[src/msirq_map.svh]
// Register offsets, field positions, reset values and counts of the motor sensor block
`ifndef MSIRQ_MAP_SVH
`define MSIRQ_MAP_SVH
`define MSIRQ_OFS_START    6'h00
`define MSIRQ_OFS_REGSEL   6'h04
`define MSIRQ_OFS_CTRL     6'h08
`define MSIRQ_OFS_OUTMODE  6'h0C
`define MSIRQ_OFS_ENV      6'h10
`define MSIRQ_OFS_RAMPDOWN 6'h14
`define MSIRQ_OFS_PORTWR   6'h18
`define MSIRQ_OFS_MAIN     6'h20
`define MSIRQ_OFS_EXT      6'h24
`define MSIRQ_OFS_PORTLVL  6'h28
`define MSIRQ_START_DIR    0
`define MSIRQ_START_HIGH   1
`define MSIRQ_START_STOPIE 5
`define MSIRQ_START_GO     6
`define MSIRQ_REGSEL_RDIE  4
`define MSIRQ_REGSEL_XSIE  5
`define MSIRQ_CTRL_ORG     0
`define MSIRQ_CTRL_SD      1
`define MSIRQ_CTRL_AUX     4
`define MSIRQ_OUT_MASK     2
`define MSIRQ_OUT_FILT     4
`define MSIRQ_ENV_LSTYLE   0
`define MSIRQ_ENV_OSTYLE   1
`define MSIRQ_ENV_AUTORD   2
`define MSIRQ_ENV_GPFUNC   3
`define MSIRQ_ENV_GPDIR    7:4
`define MSIRQ_ENV_COMPAT   9:8
`define MSIRQ_ENV_RESET    16'h0000
`define MSIRQ_FILT_CYCLES  4
`endif

[src/msirq_pkg.sv]
// Types shared by the motor sensor and interrupt block
package msirq_pkg;
    // Mechanical position inputs, all active low
    typedef struct packed {
        logic ext_stop_n;
        logic origin_n;
        logic minus_sd_n;
        logic plus_sd_n;
        logic minus_limit_n;
        logic plus_limit_n;
    } msirq_mech_t;
    // Commands toward the pulse generator
    typedef struct packed {
        logic start;
        logic dir_minus;
        logic high_speed;
        logic stop_now;
        logic stop_decel;
        logic slow_req;
        logic decel_point;
    } msirq_cmd_t;
    // Register access compatibility modes
    typedef enum logic [1:0] {
        MSIRQ_NATIVE,
        MSIRQ_LEGACY_A,
        MSIRQ_LEGACY_B,
        MSIRQ_RESVD
    } msirq_compat_t;
endpackage : msirq_pkg

[src/msirq_core.sv]
// Motor sensor inputs, interrupt causes, general-purpose pins and register slave
// Contract
// - Matching end limit low stops motion, immediate or decelerating; stays stopped.
// - Limit stop raises interrupt when started with stop interrupt enabled.
// - Start toward active limit or enabled origin is refused, interrupt still raised.
// - Pulse mask disables limit and origin control; levels stay readable.
// - Filter rejects pulses under 3 cycles, accepts over 4; off passes all.
// - One filter enable covers origin, both limits and external stop.
// - Slow-down control: matching input low decelerates, high accelerates again.
// - Slow-down low forces base speed start; ignored while decelerating.
// - Slow-down and origin levels always shown in extended status.
// - Origin return: origin low stops motion per style bit; stays stopped.
// - Three causes: stop, ramp-down point, external start, each own enable.
// - Enable 0 clears and blocks a cause; line active while any pending.
// - Main status bit per cause reads 0 while cause requests.
// - Extended status bit shows request output asserted, 0 when none.
// - Interrupt request is an open-drain output for wired-OR.
// - Ramp-down cause when remaining count at or below threshold.
// - Manual threshold is setting; only high-speed positioning decelerates there.
// - Aux output pin follows the control level bit.
// - Drive-type and step-resolution pin levels readable in port register.
// - Legacy modes make port register inaccessible.
// - Phase pins are sequence outputs after reset, general ports when selected.
// - Each port pin selectable in or out; actual level readable either way outside legacy modes.
`timescale 1ns/10ps
`default_nettype none
`include "msirq_map.svh"
module msirq_core #(
    parameter int CW = 24
) (
    input  wire logic                 clk,
    input  wire logic                 reset_n,
    input  wire logic [5:0]           avs_address,
    input  wire logic                 avs_read,
    input  wire logic                 avs_write,
    input  wire logic [31:0]          avs_writedata,
    input  wire logic [3:0]           avs_byteenable,
    output logic      [31:0]          avs_readdata,
    output logic                      avs_waitrequest,
    input  wire msirq_pkg::msirq_mech_t mech_in,
    input  wire logic                 motion_busy,
    input  wire logic                 motion_decel,
    input  wire logic                 motion_dir_minus,
    input  wire logic                 motion_high_pos,
    input  wire logic [CW-1:0]        remaining_pulse_counter,
    input  wire logic [CW-1:0]        auto_threshold,
    input  wire logic                 ext_start_pulse,
    input  wire logic [3:0]           phase_outputs,
    output msirq_pkg::msirq_cmd_t     cmd_out,
    output logic                      irq_n_out,
    output logic                      irq_n_oe,
    output logic                      aux_output_pin,
    input  wire logic                 drive_type_pin,
    input  wire logic                 step_res_pin,
    input  wire logic [3:0]           gp_port_pins_in,
    output logic      [3:0]           gp_port_pins_out,
    output logic      [3:0]           gp_port_pins_oe
);
    import msirq_pkg::*;

    localparam int NM = 6;
    localparam int FN = `MSIRQ_FILT_CYCLES;

    logic [NM-1:0]  mech_s1_ff;
    logic [NM-1:0]  mech_s2_ff;
    logic [NM-1:0]  mech_flt_ff;
    logic [NM-1:0]  mech_use;
    logic [5:0]     pin_s1_ff;
    logic [5:0]     pin_s2_ff;
    logic [7:0]     start_ff;
    logic [7:0]     regsel_ff;
    logic [7:0]     ctrl_ff;
    logic [7:0]     outmode_ff;
    logic [15:0]    env_ff;
    logic [CW-1:0]  rampdown_setting_ff;
    logic [3:0]     gp_level_ff;
    logic           ack_ff;
    logic [31:0]    rdata_ff;
    logic [2:0]     pend_ff;
    logic           busy_d_ff;
    msirq_cmd_t     cmd_ff;
    logic           wr_acc;
    logic           start_go;
    logic           legacy;
    logic           masked;
    logic           plus_lim;
    logic           minus_lim;
    logic           plus_sd;
    logic           minus_sd;
    logic           org_low;
    logic           lim_match;
    logic           sd_match;
    logic           org_stop;
    logic           start_blocked;
    logic           refused;
    logic [CW-1:0]  rampdown_threshold;
    logic           below_thr;
    logic [2:0]     cause_set;
    logic [2:0]     cause_en;
    logic [15:0]    ext_status;
    logic [7:0]     port_level;
    logic [31:0]    env_merged;
    logic [31:0]    rd_merged;

    // Merge write data into a register under the byte enables
    function automatic logic [31:0] be_merge(input logic [31:0] old, input logic [31:0] nw,
                                             input logic [3:0] be);
        logic [31:0] r;
        r = old;
        for (int i = 0; i < 4; i++)
        begin
            if (be[i])
                r[i*8 +: 8] = nw[i*8 +: 8];
        end
        return r;
    endfunction : be_merge

    // Byte-lane merges, formed apart because a call result cannot be sliced
    assign env_merged = be_merge({16'h0000, env_ff}, avs_writedata, avs_byteenable);
    assign rd_merged  = be_merge(32'(rampdown_setting_ff), avs_writedata, avs_byteenable);

    // Two-stage synchronisers for every pin input
    always_ff @(posedge clk or negedge reset_n)
    begin
        if (!reset_n)
        begin
            mech_s1_ff <= '1;
            mech_s2_ff <= '1;
            pin_s1_ff  <= '0;
            pin_s2_ff  <= '0;
        end
        else
        begin
            mech_s1_ff <= mech_in;
            mech_s2_ff <= mech_s1_ff;
            pin_s1_ff  <= {step_res_pin, drive_type_pin, gp_port_pins_in};
            pin_s2_ff  <= pin_s1_ff;
        end
    end

    // Noise filter: a level is taken once stable for FN samples
    // Slow-down inputs bypass it; one enable for the other four
    for (genvar g = 0; g < NM; g++)
    begin : g_filt
        logic [FN-2:0] hist_ff;
        always_ff @(posedge clk or negedge reset_n)
        begin
            if (!reset_n)
            begin
                hist_ff       <= '1;
                mech_flt_ff[g] <= 1'b1;
            end
            else
            begin
                hist_ff <= {hist_ff[FN-3:0], mech_s2_ff[g]};
                if (&{hist_ff, mech_s2_ff[g]})
                    mech_flt_ff[g] <= 1'b1;
                else if (~|{hist_ff, mech_s2_ff[g]})
                    mech_flt_ff[g] <= 1'b0;
            end
        end
        if (g == 2 || g == 3)
        begin : g_raw
            assign mech_use[g] = mech_s2_ff[g];
        end
        else
        begin : g_sel
            // Shared filter enable
            assign mech_use[g] = outmode_ff[`MSIRQ_OUT_FILT] ? mech_flt_ff[g] : mech_s2_ff[g];
        end
    end

    // Active-high views of the conditioned inputs
    assign plus_lim  = ~mech_use[0];
    assign minus_lim = ~mech_use[1];
    assign plus_sd   = ~mech_use[2];
    assign minus_sd  = ~mech_use[3];
    assign org_low   = ~mech_use[4];
    assign masked    = outmode_ff[`MSIRQ_OUT_MASK];
    assign legacy    = (msirq_compat_t'(env_ff[`MSIRQ_ENV_COMPAT]) != MSIRQ_NATIVE);

    // Avalon slave: one wait state; read data registered at the waiting edge, write taken at the released edge
    assign avs_waitrequest = (avs_read | avs_write) & ~ack_ff;
    assign wr_acc          = avs_write & ack_ff;
    assign avs_readdata    = rdata_ff;

    always_ff @(posedge clk or negedge reset_n)
    begin
        if (!reset_n)
            ack_ff <= 1'b0;
        else
            ack_ff <= (avs_read | avs_write) & ~ack_ff;
    end

    // Writable registers; a legacy mode hides the port register
    always_ff @(posedge clk or negedge reset_n)
    begin
        if (!reset_n)
        begin
            start_ff            <= 8'h00;
            regsel_ff           <= 8'h00;
            ctrl_ff             <= 8'h00;
            outmode_ff          <= 8'h00;
            env_ff              <= `MSIRQ_ENV_RESET;
            rampdown_setting_ff <= '0;
            gp_level_ff         <= 4'h0;
        end
        else if (wr_acc && avs_byteenable[0])
        begin
            unique case (avs_address)
                `MSIRQ_OFS_START:   start_ff   <= avs_writedata[7:0];
                `MSIRQ_OFS_REGSEL:  regsel_ff  <= avs_writedata[7:0];
                `MSIRQ_OFS_CTRL:    ctrl_ff    <= avs_writedata[7:0];
                `MSIRQ_OFS_OUTMODE: outmode_ff <= avs_writedata[7:0];
                `MSIRQ_OFS_ENV:
                    env_ff <= env_merged[15:0];
                `MSIRQ_OFS_RAMPDOWN:
                    rampdown_setting_ff <= rd_merged[CW-1:0];
                `MSIRQ_OFS_PORTWR:
                    if (!legacy)
                        gp_level_ff <= avs_writedata[3:0];
                default: ;
            endcase
        end
    end

    // Status words
    assign ext_status = {10'h000, |pend_ff, mech_use[4], minus_sd ? 1'b1 : 1'b0,
                         plus_sd ? 1'b1 : 1'b0, minus_lim, plus_lim};
    assign port_level = legacy ? 8'h00 : {2'b00, pin_s2_ff};

    // Registered read data; unmapped offsets read zero
    always_ff @(posedge clk or negedge reset_n)
    begin
        if (!reset_n)
            rdata_ff <= 32'h0000_0000;
        else if (avs_read && !ack_ff)
        begin
            unique case (avs_address)
                `MSIRQ_OFS_ENV:      rdata_ff <= {16'h0000, env_ff};
                `MSIRQ_OFS_RAMPDOWN: rdata_ff <= 32'(rampdown_setting_ff);
                `MSIRQ_OFS_MAIN:     rdata_ff <= {29'h0, ~pend_ff};
                `MSIRQ_OFS_EXT:      rdata_ff <= {16'h0000, ext_status};
                `MSIRQ_OFS_PORTLVL:  rdata_ff <= {24'h000000, port_level};
                default:             rdata_ff <= 32'h0000_0000;
            endcase
        end
    end

    // Direction-matched conditions; mask disables limit and origin control
    assign lim_match = ~masked & (motion_dir_minus ? minus_lim : plus_lim);
    assign org_stop  = ~masked & ctrl_ff[`MSIRQ_CTRL_ORG] & org_low;
    assign sd_match  = ctrl_ff[`MSIRQ_CTRL_SD] & (motion_dir_minus ? minus_sd : plus_sd);
    assign start_go  = wr_acc & avs_byteenable[0] & (avs_address == `MSIRQ_OFS_START)
                       & avs_writedata[`MSIRQ_START_GO];
    assign start_blocked = ~masked & ((avs_writedata[`MSIRQ_START_DIR] ? minus_lim : plus_lim)
                           | (ctrl_ff[`MSIRQ_CTRL_ORG] & org_low));
    assign refused   = start_go & start_blocked;

    // Threshold source and comparison
    assign rampdown_threshold = env_ff[`MSIRQ_ENV_AUTORD] ? auto_threshold : rampdown_setting_ff;
    assign below_thr          = remaining_pulse_counter <= rampdown_threshold;

    // Motion commands, registered
    always_ff @(posedge clk or negedge reset_n)
    begin
        if (!reset_n)
            cmd_ff <= '0;
        else
        begin
            cmd_ff.start      <= start_go & ~start_blocked;
            cmd_ff.dir_minus  <= start_go ? avs_writedata[`MSIRQ_START_DIR] : cmd_ff.dir_minus;
            cmd_ff.high_speed <= start_go ? (avs_writedata[`MSIRQ_START_HIGH]
                                 & ~(ctrl_ff[`MSIRQ_CTRL_SD]
                                 & (avs_writedata[`MSIRQ_START_DIR] ? minus_sd : plus_sd)))
                                 : cmd_ff.high_speed;
            cmd_ff.stop_now   <= motion_busy & ((lim_match & ~env_ff[`MSIRQ_ENV_LSTYLE])
                                 | (org_stop & ~env_ff[`MSIRQ_ENV_OSTYLE]));
            cmd_ff.stop_decel <= motion_busy & ((lim_match & env_ff[`MSIRQ_ENV_LSTYLE])
                                 | (org_stop & env_ff[`MSIRQ_ENV_OSTYLE]));
            cmd_ff.slow_req   <= motion_busy & sd_match & ~motion_decel;
            cmd_ff.decel_point <= motion_busy & motion_high_pos & below_thr;
        end
    end
    assign cmd_out = cmd_ff;

    // Cause detection; stop-after-limit holds until the pulse generator stops
    always_ff @(posedge clk or negedge reset_n)
    begin
        if (!reset_n)
            busy_d_ff <= 1'b0;
        else
            busy_d_ff <= motion_busy;
    end
    assign cause_en  = {regsel_ff[`MSIRQ_REGSEL_XSIE], regsel_ff[`MSIRQ_REGSEL_RDIE],
                        start_ff[`MSIRQ_START_STOPIE]};
    // A refused start uses the enable carried by that same command
    assign cause_set = {cause_en[2] & ext_start_pulse, cause_en[1] & motion_busy & below_thr,
                        (cause_en[0] & busy_d_ff & ~motion_busy)
                        | (refused & avs_writedata[`MSIRQ_START_STOPIE])};

    // Pending causes: set wins over the clear by a zero enable
    always_ff @(posedge clk or negedge reset_n)
    begin
        if (!reset_n)
            pend_ff <= 3'b000;
        else
            pend_ff <= cause_set | (pend_ff & cause_en);
    end

    // Open drain request: only ever pulls low
    assign irq_n_out = 1'b0;
    assign irq_n_oe  = |pend_ff;

    // Aux output and phase pin function select
    assign aux_output_pin = ctrl_ff[`MSIRQ_CTRL_AUX];
    always_comb
    begin
        if (env_ff[`MSIRQ_ENV_GPFUNC])
        begin
            gp_port_pins_out = gp_level_ff;
            gp_port_pins_oe  = ~env_ff[`MSIRQ_ENV_GPDIR];
        end
        else
        begin
            gp_port_pins_out = phase_outputs;
            gp_port_pins_oe  = 4'hF;
        end
    end

    // Checks
    property p_limit_stop;
        @(posedge clk) disable iff (!reset_n)
        (motion_busy && lim_match && !env_ff[`MSIRQ_ENV_LSTYLE]) |=> cmd_ff.stop_now;
    endproperty
    a_limit_stop: assert property (p_limit_stop) else $error("limit did not stop");
    property p_refuse;
        @(posedge clk) disable iff (!reset_n)
        refused |=> !cmd_ff.start && (pend_ff[0] || !start_ff[`MSIRQ_START_STOPIE]);
    endproperty
    a_refuse: assert property (p_refuse) else $error("blocked start issued");
    property p_mask;
        @(posedge clk) disable iff (!reset_n)
        (masked && !$past(masked)) ##1 masked |-> !cmd_ff.stop_now && !cmd_ff.stop_decel;
    endproperty
    a_mask: assert property (p_mask) else $error("masked input stopped motion");
    property p_filter_short;
        @(posedge clk) disable iff (!reset_n)
        (outmode_ff[`MSIRQ_OUT_FILT] && $fell(mech_s2_ff[0]) && mech_flt_ff[0]) ##1
        !mech_s2_ff[0] ##1 !mech_s2_ff[0] ##1 mech_s2_ff[0] |-> mech_flt_ff[0] [*3];
    endproperty
    a_filter_short: assert property (p_filter_short) else $error("glitch passed");
    property p_filter_long;
        @(posedge clk) disable iff (!reset_n)
        (!mech_s2_ff[0]) [*4] |=> !mech_flt_ff[0];
    endproperty
    a_filter_long: assert property (p_filter_long) else $error("long pulse lost");
    property p_slow;
        @(posedge clk) disable iff (!reset_n)
        (motion_busy && sd_match && !motion_decel) |=> cmd_ff.slow_req;
    endproperty
    a_slow: assert property (p_slow) else $error("no slow request");
    property p_clear;
        @(posedge clk) disable iff (!reset_n)
        (!cause_en[1] && !cause_en[0] && !cause_en[2]) [*2] |-> !irq_n_oe;
    endproperty
    a_clear: assert property (p_clear) else $error("request not released");
    property p_set;
        @(posedge clk) disable iff (!reset_n) (|cause_set) |=> irq_n_oe && ext_status[5];
    endproperty
    a_set: assert property (p_set) else $error("cause not flagged");
    property p_main;
        @(posedge clk) disable iff (!reset_n)
        (avs_read && !ack_ff && avs_address == `MSIRQ_OFS_MAIN) |=>
        avs_readdata[2:0] == ~$past(pend_ff);
    endproperty
    a_main: assert property (p_main) else $error("main status wrong");
    property p_legacy;
        @(posedge clk) disable iff (!reset_n)
        (avs_read && !ack_ff && legacy && avs_address == `MSIRQ_OFS_PORTLVL) |=>
        avs_readdata == 32'h0000_0000;
    endproperty
    a_legacy: assert property (p_legacy) else $error("port reg visible");
    c_limit: cover property (@(posedge clk) disable iff (!reset_n) cmd_ff.stop_decel);
    c_refuse: cover property (@(posedge clk) disable iff (!reset_n) refused);
    c_irq: cover property (@(posedge clk) disable iff (!reset_n) $fell(irq_n_oe));
endmodule : msirq_core
`default_nettype wire

[config.mk]
export PLATFORM = sky130hd
export DESIGN_NAME = msirq_core
export DESIGN_NICKNAME = d
export VERILOG_FILES = /design/src/msirq_pkg.sv /design/src/msirq_core.sv
export VERILOG_INCLUDE_DIRS = /design/src
export SDC_FILE = /design/constraint.sdc
export NUM_CORES = 1
export LEC_CHECK = 0
export BUFFER_PORTS_ARGS = -buffer_cell sky130_fd_sc_hd__buf_2
export CAP_MARGIN = 40
export CORE_AREA = 2 2 127 104
export DETAILED_ROUTE_END_ITERATION = 8
export DIE_AREA = 0 0 129 106
export GPL_ROUTABILITY_DRIVEN = 0
export PLACE_DENSITY = 0.75
export RECOVER_POWER = 25
export SYNTH_ARGS = -nofsm -noshare
export SYNTH_HDL_FRONTEND = slang
export SYNTH_SLANG_ARGS = --single-unit
[constraint.sdc]
create_clock -name clk -period 2.3 [get_ports clk]
set_input_delay 0 -clock clk [delete_from_list [all_inputs] [get_ports clk]]
set_output_delay 0 -clock clk [all_outputs]
set_load 0.01 [all_outputs]
## Word level (Yosys, flattened, before mapping)

Cells that the tools add are included.

| operators by class | value |
|---|---|
| magnitude comparators | 1 |
| bitwise operators | 54 |
| equality and inequality tests | 12 |
| mux-type cells | 20 |
| reductions and logical operators | 22 |

Operator list:

| operator | number |
|---|---|
| $pmux 24 s5 | 1 |
| $and 1x1->1 | 31 |
| $le 24x24->1 | 1 |
| $mux 24 | 1 |
| $eq 6x5->1 const B | 3 |
| $eq 6x6->1 const B | 3 |
| $reduce_and 3->1 | 6 |
| $mux 1 | 15 |
| $not 1->1 | 14 |
| $eq 6x4->1 const B | 2 |
| $reduce_and 4->1 | 3 |
| $reduce_or 4->1 | 3 |
| $mux 4 | 2 |
| $reduce_and 2->1 | 4 |
| $eq 6x3->1 const B | 1 |
| $logic_not 6->1 | 1 |
| $mux 6 | 1 |
| $ne 2x2->1 const B | 3 |
| $or 1x1->1 | 5 |
| $not 4->4 | 1 |
| $and 3x3->3 | 1 |
| $not 3->3 | 1 |
| $or 3x3->3 | 1 |
| $reduce_or 3->1 | 1 |
| 3 further kinds | 4 |

| storage, ports and cells | value |
|---|---|
| bits of input ports | 115 |
| word-level logic and storage cells | 140 |
| output and inout bits | 51 |
| flip-flop bits (word level) | 144 |

## Logic depth before layout (Yosys ltp)

Gate-level depths: netlist of run 1.

| depth | value |
|---|---|
| depth in word-level cells | 9 |
| mapped depth | 9 |
| gate-level depth less buffers | 7 |

## Worst setup path after synthesis of run 1

OpenSTA, ideal clock, no wires.

| timing | value |
|---|---|
| path kind | flip-flop to flip-flop |
| from | reg env_ff[2] |
| to | reg cmd_ff, in the netlist cmd_out[0] |
| buffers on the path | 2 |
| required time | 2.151 ns |
| library setup time | 0.149 ns |
| cell stages (with the launch flop) | 10 |
| setup slack | -0.242 ns |
| clock period less this slack | 2.542 ns |
| data arrival time | 2.394 ns |
| cell sequence | dfrtp_1 > clkbuf_1 > clkbuf_1 > mux2i_1 > ha_1 > nand4_1 > nor4_1 > o311ai_0 > o311ai_0 > a21boi_0 |

| on the way | value |
|---|---|
| cells in the longest elaborated chain, start to end | 3 |

Ends and longest elaborated chain:

| item | line | text |
|---|---|---|
| from (decl) | msirq_core.sv:74 | `logic [15:0] env_ff;` |
| from (signal assigned) | msirq_core.sv:204 | `` env_ff <= `MSIRQ_ENV_RESET; `` |
| from (signal assigned) | msirq_core.sv:216 | `env_ff <= env_merged[15:0];` |
| $mux 24 | msirq_core.sv:261 | `` assign rampdown_threshold = env_ff[`MSIRQ_ENV_AUTORD] ? auto_threshold : rampdown_setting_ff; `` |
| $le 24x24->1 | msirq_core.sv:262 | `assign below_thr = remaining_pulse_counter <= rampdown_threshold;` |
| $and 1x1->1 | msirq_core.sv:282 | `cmd_ff.decel_point <= motion_busy & motion_high_pos & below_thr;` |
| to (decl) | msirq_core.sv:81 | `msirq_cmd_t cmd_ff;` |

Every way passes these cells.
A chain may end at the register's enable or synchronous reset.

## Final worst setup path of run 1

| timing | value |
|---|---|
| from | reg env_ff[2] |
| to | reg pend_ff[1] |

| on the way | value |
|---|---|
| cells in the longest elaborated chain, start to end | 4 |

Ends and longest elaborated chain:

| item | line | text |
|---|---|---|
| $mux 24 | msirq_core.sv:261 |  |
| $le 24x24->1 | msirq_core.sv:262 |  |
| $and 1x1->1 | msirq_core.sv:298 | `assign cause_set = {cause_en[2] & ext_start_pulse, cause_en[1] & motion_busy & below_thr,` |
| $or 3x3->3 | msirq_core.sv:308 | `pend_ff <= cause_set \| (pend_ff & cause_en);` |
| to (signal assigned) | msirq_core.sv:308 |  |
| to (decl) | msirq_core.sv:79 | `logic [2:0] pend_ff;` |

Every way passes these cells.

==> results of run 1 <==
-- synthesized netlist by cell type (all sizes together), types with 3 or more instances --
cell type	count	area, um^2
a21oi	15	75.1
mux2	59	724
nor2b	4	25.0
o2bb2ai	4	35.0
nand2b	5	33.8
dfstp	22	578
ha	24	300
nand2	25	129
nor4	3	18.8
nor3	5	30.0
o21ai	8	40.0
inv	9	33.8
nand4	5	31.3
a31oi	5	31.3
dfrtp	100	2500
mux2i	27	270
clkbuf	9	33.8
buf	14	100
nor2	15	98.9
o211ai	3	22.5
nand3	4	20.0
a22o	34	298
or3	6	42.5
-- layout make-up --
type | instances | area share (%)
inverter | 9 | 0.436
multi-input combinational | 287 | 32.5
tap | 175 | 2.83
clock buffer | 25 | 6.14
sequential | 122 | 39.8
timing repair buffer | 204 | 16.8
clock inverter | 7 | 1.50
-- cells by family after synthesis --
family	after synthesis
buffers and inverters	32
AND/OR/NAND/NOR	81
other	1
AO/OA/AOI/OAI	85
multiplexers	88
flip-flops	122
adder cells (fa/ha/maj)	24
-- state kept, by name, indices dropped and copies added, names as in the netlist, 4 cells and up --
name	flops
pin_s1_ff	6
rampdown_setting_ff	24
gp_level_ff	4
cmd_out	7
pin_s2_ff	6
avs_readdata	24
mech_s1_ff	5
g_filt.hist_ff	9
mech_s2_ff	5
env_ff	16
-- tightest hold or removal path, cell delays in order --
cell and delay [ns]:
buf_2 0.13, nand2_8 0.10, mux2_4 0.15
-- power groups by stage --
stage / Sequential (mW) / Clock [mW] / Combinational (mW)
detailed placement: 2.34 / 0 / 0.461
floorplan: 2.31 / 0 / 0.242
global route: 2.31 / 2.79 / 0.588
global placement: 2.33 / 0 / 0.438
CTS: 2.30 / 2.70 / 0.520
finish: 2.30 / 2.66 / 0.527
-- timing repair --
item	4_1_cts	5_1_grt
gates resized for setup	2	8
hold endpoints to repair	147	0
buffers inserted	0	3
hold buffers	43	0
pin swaps	0	6
gates cloned	0	1
endpoints found under the setup margin	2	2
-- metrics by stage --
stage          total power, mW  area (um^2)  utilization (%)
3_3_place_gp              2.77         6680             53.2
2_1_floorplan             2.55         5770                -
3_5_place_dp              2.80         6680             53.2
4_1_cts                   5.52         7710             61.4
6_report                  5.48         7750             61.8
5_1_grt                   5.69         7750             61.8
-- path summary, 6_finish.rpt --
kind                                   start  cells past startpoint                 endpoint
setup / recovery                   env_ff[2]                      8               pend_ff[1]
hold / removal             avs_byteenable[2]                      3  rampdown_setting_ff[23]
setup reg to reg                   env_ff[2]                      8               pend_ff[1]
hold reg to reg                 pin_s1_ff[4]                      0             pin_s2_ff[4]
max in group asynchronous            reset_n                      3                env_ff[2]
min in group asynchronous            reset_n                      2                   ack_ff
-- routing by layer --
layer / global-route usage (%) / vias to the layer above / share of wire [%]
li1: - / 2013 / -
met1: 30.1 / 2217 / 44
met2: 36.9 / 143 / 48
met3: 6.44 / 30 / 5.5
met4: 9.78 / 0 / 2.8
met5: 0 / - / 0
==> key figures, run 1 <==
Clock network
  • Clk sinks: 122
  • Worst-path clk slew: 0.06 ns
  • CTS tree: built
  • Cts bufs inserted: 17
  • Worst-Skew Late Latency: 0.41 ns
  • Root Buffer: clkbuf_16
  • Htree depth: 4
  • Max clock buf depth: 2

Synthesis
  • Post-Synth Simple-Gate Area: 8.72%
  • Synth Instances: 433
  • Share of flip-flops with an asynchronous set or reset: 100%
  • Post-Synth Adder-Cell Area: 5.24%
  • Ys flop type: dfrtp_1
  • Synth Area in XOR/XNOR: 0%
  • Sequential area share after synthesis: 53.8%
  • Compound-Gate Fraction of Synth Area: 11.1%
  • Flop and latch count out of synthesis: 122
  • Synth cell types: 55
  • Post-synth EDFFs: 0
  • Post-synthesis cell area: 0.00573 mm^2
  • Largest family of logic cells by synthesized area: multiplexers
  • Syn. warnings: 0
  • Mean Syn Cell Area: 13.2 um^2
  • Mux contribution to synthesized area: 18.2%

Worst setup path
  • Worst R2R Setup Slack: 0.11 ns
  • Setup CP Type: reg2reg
  • Worst path slowest cell: dfrtp_2
  • Worst path cell trace: buf_8 -> mux2i_1 -> ha_1 -> nand4_1 -> o221ai_1 -> a31oi_1 -> o311ai_1 -> a31oi_1
  • Crit. End Element: flip-flop
  • CP Buf/Inv Count: 1
  • CP peak stage delay: 0.48 ns
  • Crit path required time: 2.57 ns
  • Critical path launch point type: flip-flop
  • Top cell by count, worst path: a31oi_1
  • Arrival time worst endpoint: 2.46 ns
  • Critical path's top delay family: compound AO/OA/AOI/OAI gates
  • Crit-path max FO: 7

Pwr
  • Cell area power density: 708 mW/mm^2
  • Internal: 4.26 mW
  • Switching Fraction: 22.3%
  • Sw Pwr: 1.22 mW
  • Clk pwr share: 48.4%
  • Pleak: 3.80 nW
  • Seq pwr share: 41.9%
  • Comb pwr share: 9.6%
  • Worst-case vdd ir drop: 0.667 mV

Outcome
  • Run status: completed

Drt
  • 1st-iter DRT viols: 262
  • Drt total wl: 15300 um
  • Detail Route Antenna Nets: 0
  • Initial DRT Pass Iterations: 4
  • DR vias: 4403
  • Post-route DRC: 0
  • Post-DR vias/cell: 5.31
  • WL per Instance: 18.4 um

Final layout
  • ANT cells: 0
  • Reg area: 0.00308 mm^2
  • Filler cells: 987
  • Area Growth Syn to Fin: 35.3%
  • Fraction of layout cells with a size suffix above 1: 42.0%
  • Multi-input gate area: 0.00252 mm^2
  • Layout Nets: 780
  • Commonest non-fill, non-tap cells in the layout: 144 x buf_2, 99 x dfrtp_1, 43 x mux2_2, 43 x dlygate4sd3_1, 34 x a22o_1
  • Cell Count, Final, Fillers Out: 829
  • Commonest non-fill, non-tap cell in the layout: buf_2

Global route
  • First-pass GRT wire length: 24200 um
  • Grt total ovfl: 0
  • Initial antenna violation count: 0
  • Gr usage total: 23.3%
  • Largest net degree at the start of global routing: 40
  • Number of global-route vias before repair: 4745

Timing
  • Fin worst setup slack: 0.109 ns
  • Setup Skew: 0.00537 ns
  • Tcrit/Tclk final: 95.3%
  • Worst Tran Pin Value: 0.972 ns
  • Clock period minus worst slack: 2.19 ns
  • Peak Freq: 0.456 GHz
  • Hold Worst Slack: 0.0155 ns
  • Setup TNS: 0 ns
  • Slew headroom: 35.2%
  • Setup violators final: 0
  • Final Max Tran Viols: 0
  • Hold Fails Final Rpt: 0

Placement
  • Hpwl dp: 11500 um
  • DP Cell Count: 751
  • Port Buffers: 146
  • Pre-CTS setup slack: -0.0229 ns

Floorplan
  • Die footprint: 0.0137 mm^2
  • Core area: 0.0125 mm^2
  • Die Y: 106 um
  • Row cnt: 37
  • Die Wd: 129 um
  • # IOs: 166
  • Initial Utilization: 45.6%

Run
  • Maxcap violations: 0

Worst hold path
  • Worst Hold Class: in2reg
No activity file was read; power rests on OpenSTA's default activity.
==> run 2, diff against run 1 <==
MAX_ROUTING_LAYER = met4   (was unset)
==> key figures, run 2 (synthesized netlist as in run 1, its figures left out) <==
Timing
  • Final Max Tran Viols: 0 (unchanged)
  • Clock period minus worst slack: 2.21 ns (was 2.19 ns)
  • Peak Freq: 0.453 GHz (was 0.456 GHz)
  • Setup Skew: 0.00695 ns (was 0.00537 ns)
  • Tcrit/Tclk final: 96.0% (was 95.3%)
  • Slew headroom: 35.5% (was 35.2%)
  • Worst Tran Pin Value: 0.968 ns (was 0.972 ns)
  • Hold Fails Final Rpt: 0 (unchanged)
  • Setup violators final: 0 (unchanged)

Global route
  • Gr usage total: 23.9% (was 23.3%)
  • Grt total ovfl: 0 (unchanged)
  • First-pass GRT wire length: 24200 um (about the same)
  • Largest net degree at the start of global routing: 40 (unchanged)
  • Number of global-route vias before repair: 4755 (was 4745)
  • Initial antenna violation count: 0 (unchanged)

Worst setup path
  • Crit. End Element: flip-flop (unchanged)
  • RR Startpoint: env_ff[2] (unchanged)
  • Worst path cell trace: buf_8 -> mux2i_1 -> ha_1 -> nand4_1 -> o221ai_1 -> a31oi_1 -> o311ai_1 -> a31oi_1 (unchanged)
  • Worst path slowest cell: dfrtp_2 (unchanged)
  • Setup CP Type: reg2reg (unchanged)
  • Worst R2R Setup Slack: 0.09 ns (was 0.11 ns)
  • Worst setup path end: pend_ff[1] (unchanged)
  • Reg2reg path depth: 8 (unchanged)
  • Crit-path max FO: 7 (unchanged)
  • Top cell by count, worst path: a31oi_1 (unchanged)
  • CP peak stage delay: 0.49 ns (was 0.48 ns)
  • Critical path launch point type: flip-flop (unchanged)
  • Crit path required time: 2.57 ns (about the same)
  • CP startpoint: env_ff[2] (unchanged)
  • Arrival time worst endpoint: 2.47 ns (was 2.46 ns)
  • Critical R2R Capture: pend_ff[1] (unchanged)

Placement
  • Post-DP Area: 0.00668 mm^2 (unchanged)
  • Hpwl dp: 11500 um (unchanged)
  • DP Cell Count: 751 (unchanged)
  • Port Buffers: 146 (unchanged)

Final layout
  • ANT cells: 0 (unchanged)
  • Cell Count, Final, Fillers Out: 829 (unchanged)
  • Area Growth Syn to Fin: 35.4% (was 35.3%)
  • Filler cells: 985 (was 987)
  • Fraction of layout cells with a size suffix above 1: 42.2% (was 42.0%)
  • Layout Nets: 780 (unchanged)
  • Commonest non-fill, non-tap cell in the layout: buf_2 (unchanged)
  • Commonest non-fill, non-tap cells in the layout: 144 x buf_2, 99 x dfrtp_1, 43 x mux2_2, 43 x dlygate4sd3_1, 34 x a22o_1 (unchanged)
  • Final instance area: 0.00775 mm^2 (about the same)

Drt
  • WL per Instance: 18.4 um (about the same)
  • 1st-iter DRT viols: 253 (was 262)
  • DR vias: 4446 (was 4403)
  • Detail Route Antenna Nets: 0 (unchanged)
  • Post-route DRC: 0 (unchanged)
  • Initial DRT Pass Iterations: 4 (unchanged)
  • Drt total wl: 15300 um (about the same)
  • Post-DR vias/cell: 5.36 (was 5.31)

Floorplan
  • Die Y: 106 um (unchanged)
  • Initial Utilization: 45.6% (unchanged)
  • Die Wd: 129 um (unchanged)
  • Core area: 0.0125 mm^2 (unchanged)
  • Row cnt: 37 (unchanged)
  • # IOs: 166 (unchanged)
  • Die footprint: 0.0137 mm^2 (unchanged)

Pwr
  • Final total power: 5.49 mW (was 5.48 mW)
  • Cell area power density: 708 mW/mm^2 (about the same)
  • Worst-case vdd ir drop: 0.672 mV (was 0.667 mV)
  • Pleak: 3.80 nW (about the same)

Clock network
  • Worst-Skew Late Latency: 0.41 ns (about the same)
  • Cts bufs inserted: 17 (unchanged)
  • Root Buffer: clkbuf_16 (unchanged)
  • Clk sinks: 122 (unchanged)
  • Worst-path clk slew: 0.06 ns (about the same)
  • Htree depth: 4 (unchanged)
  • CTS tree: built (unchanged)
  • Max clock buf depth: 2 (unchanged)

Outcome
  • Run status: completed (unchanged)

Run
  • Maxcap violations: 0 (unchanged)

Worst hold path
  • Worst Hold Class: in2reg (unchanged)
==> run 2: cell types whose count changed in the layout (fill, tap and decap cells not counted) <==
| cell | change |
|---|---|
| o311ai_1 | -1 |
| o311ai_2 | +1 |
==> run 2: stage by stage <==
stage | hold slack (ns) | utilization [%] | setup TNS, ns | setup WS [ns]
3_3_place_gp | -0.0263 | 53.2 | 0 | 0.0836
2_1_floorplan | -0.296 | - | 0 | 0.128
6_report | 0.0162 | 61.8 | 0 | 0.0922
3_5_place_dp | -0.00915 | 53.2 | -0.0360 | -0.0229
4_1_cts | 0.00688 | 61.4 | 0 | 0.0228
5_1_grt | 0.00575 | 61.8 | -0.0435 | -0.0396
==> run 2: where the power goes <==
part | total (mW) | internal, mW | switching [mW]
clock network | 2.66 | 1.76 | 0.900
logic | 0.529 | 0.265 | 0.264
registers | 2.30 | 2.24 | 0.0621
total | 5.49 | 4.26 | 1.23
==> run 2: repair_timing <==
action,in CTS,in global routing
pin swaps,0,6
resized for setup,2,9
endpoints found under the setup margin,2,2
endpoints found under the hold margin,147,0
hold buffers,43,0
gates cloned,0,1
setup buffers,0,3
==> run 2: worst max-delay path: cells and delay by family (launching register included) <==
family	cells	cell delay, ns
compound gates	4	0.79
fa+ha+maj	1	0.31
buf+inv	1	0.17
flops	1	0.49
mux	1	0.13
simple gates	1	0.18
==> run 2: how the worst min path moves through the flow <==
stage	start	end	slack, ns	cells after the start
2_1_floorplan	reset_n	ack_ff	-0.30	0
3_3_place_gp	reset_n	ack_ff	-0.03	1
3_5_place_dp	reset_n	ack_ff	-0.009	1
4_1_cts	avs_byteenable[2]	rampdown_setting_ff[23]	0.007	3
5_1_grt	avs_byteenable[2]	rampdown_setting_ff[16]	0.006	3
6_report	avs_byteenable[2]	rampdown_setting_ff[23]	0.02	3
==> run 2: layout make-up <==
class	instances	area [um^2]	share of cell area (%)
tap	175	219	2.82
inverter	9	33.8	0.436
timing repair buffer	204	1300	16.8
clock buffer	25	475	6.13
multi-input combinational	287	2530	32.6
clock inverter	7	116	1.50
sequential	122	3080	39.7
==> run 2: layer usage <==
layer,share of wire (%),vias up,global-route usage (%)
li1,-,2011,-
met1,43,2250,30.2
met3,5.7,29,6.19
met5,0,-,-
met4,2.5,0,9.55
met2,49,156,37.0
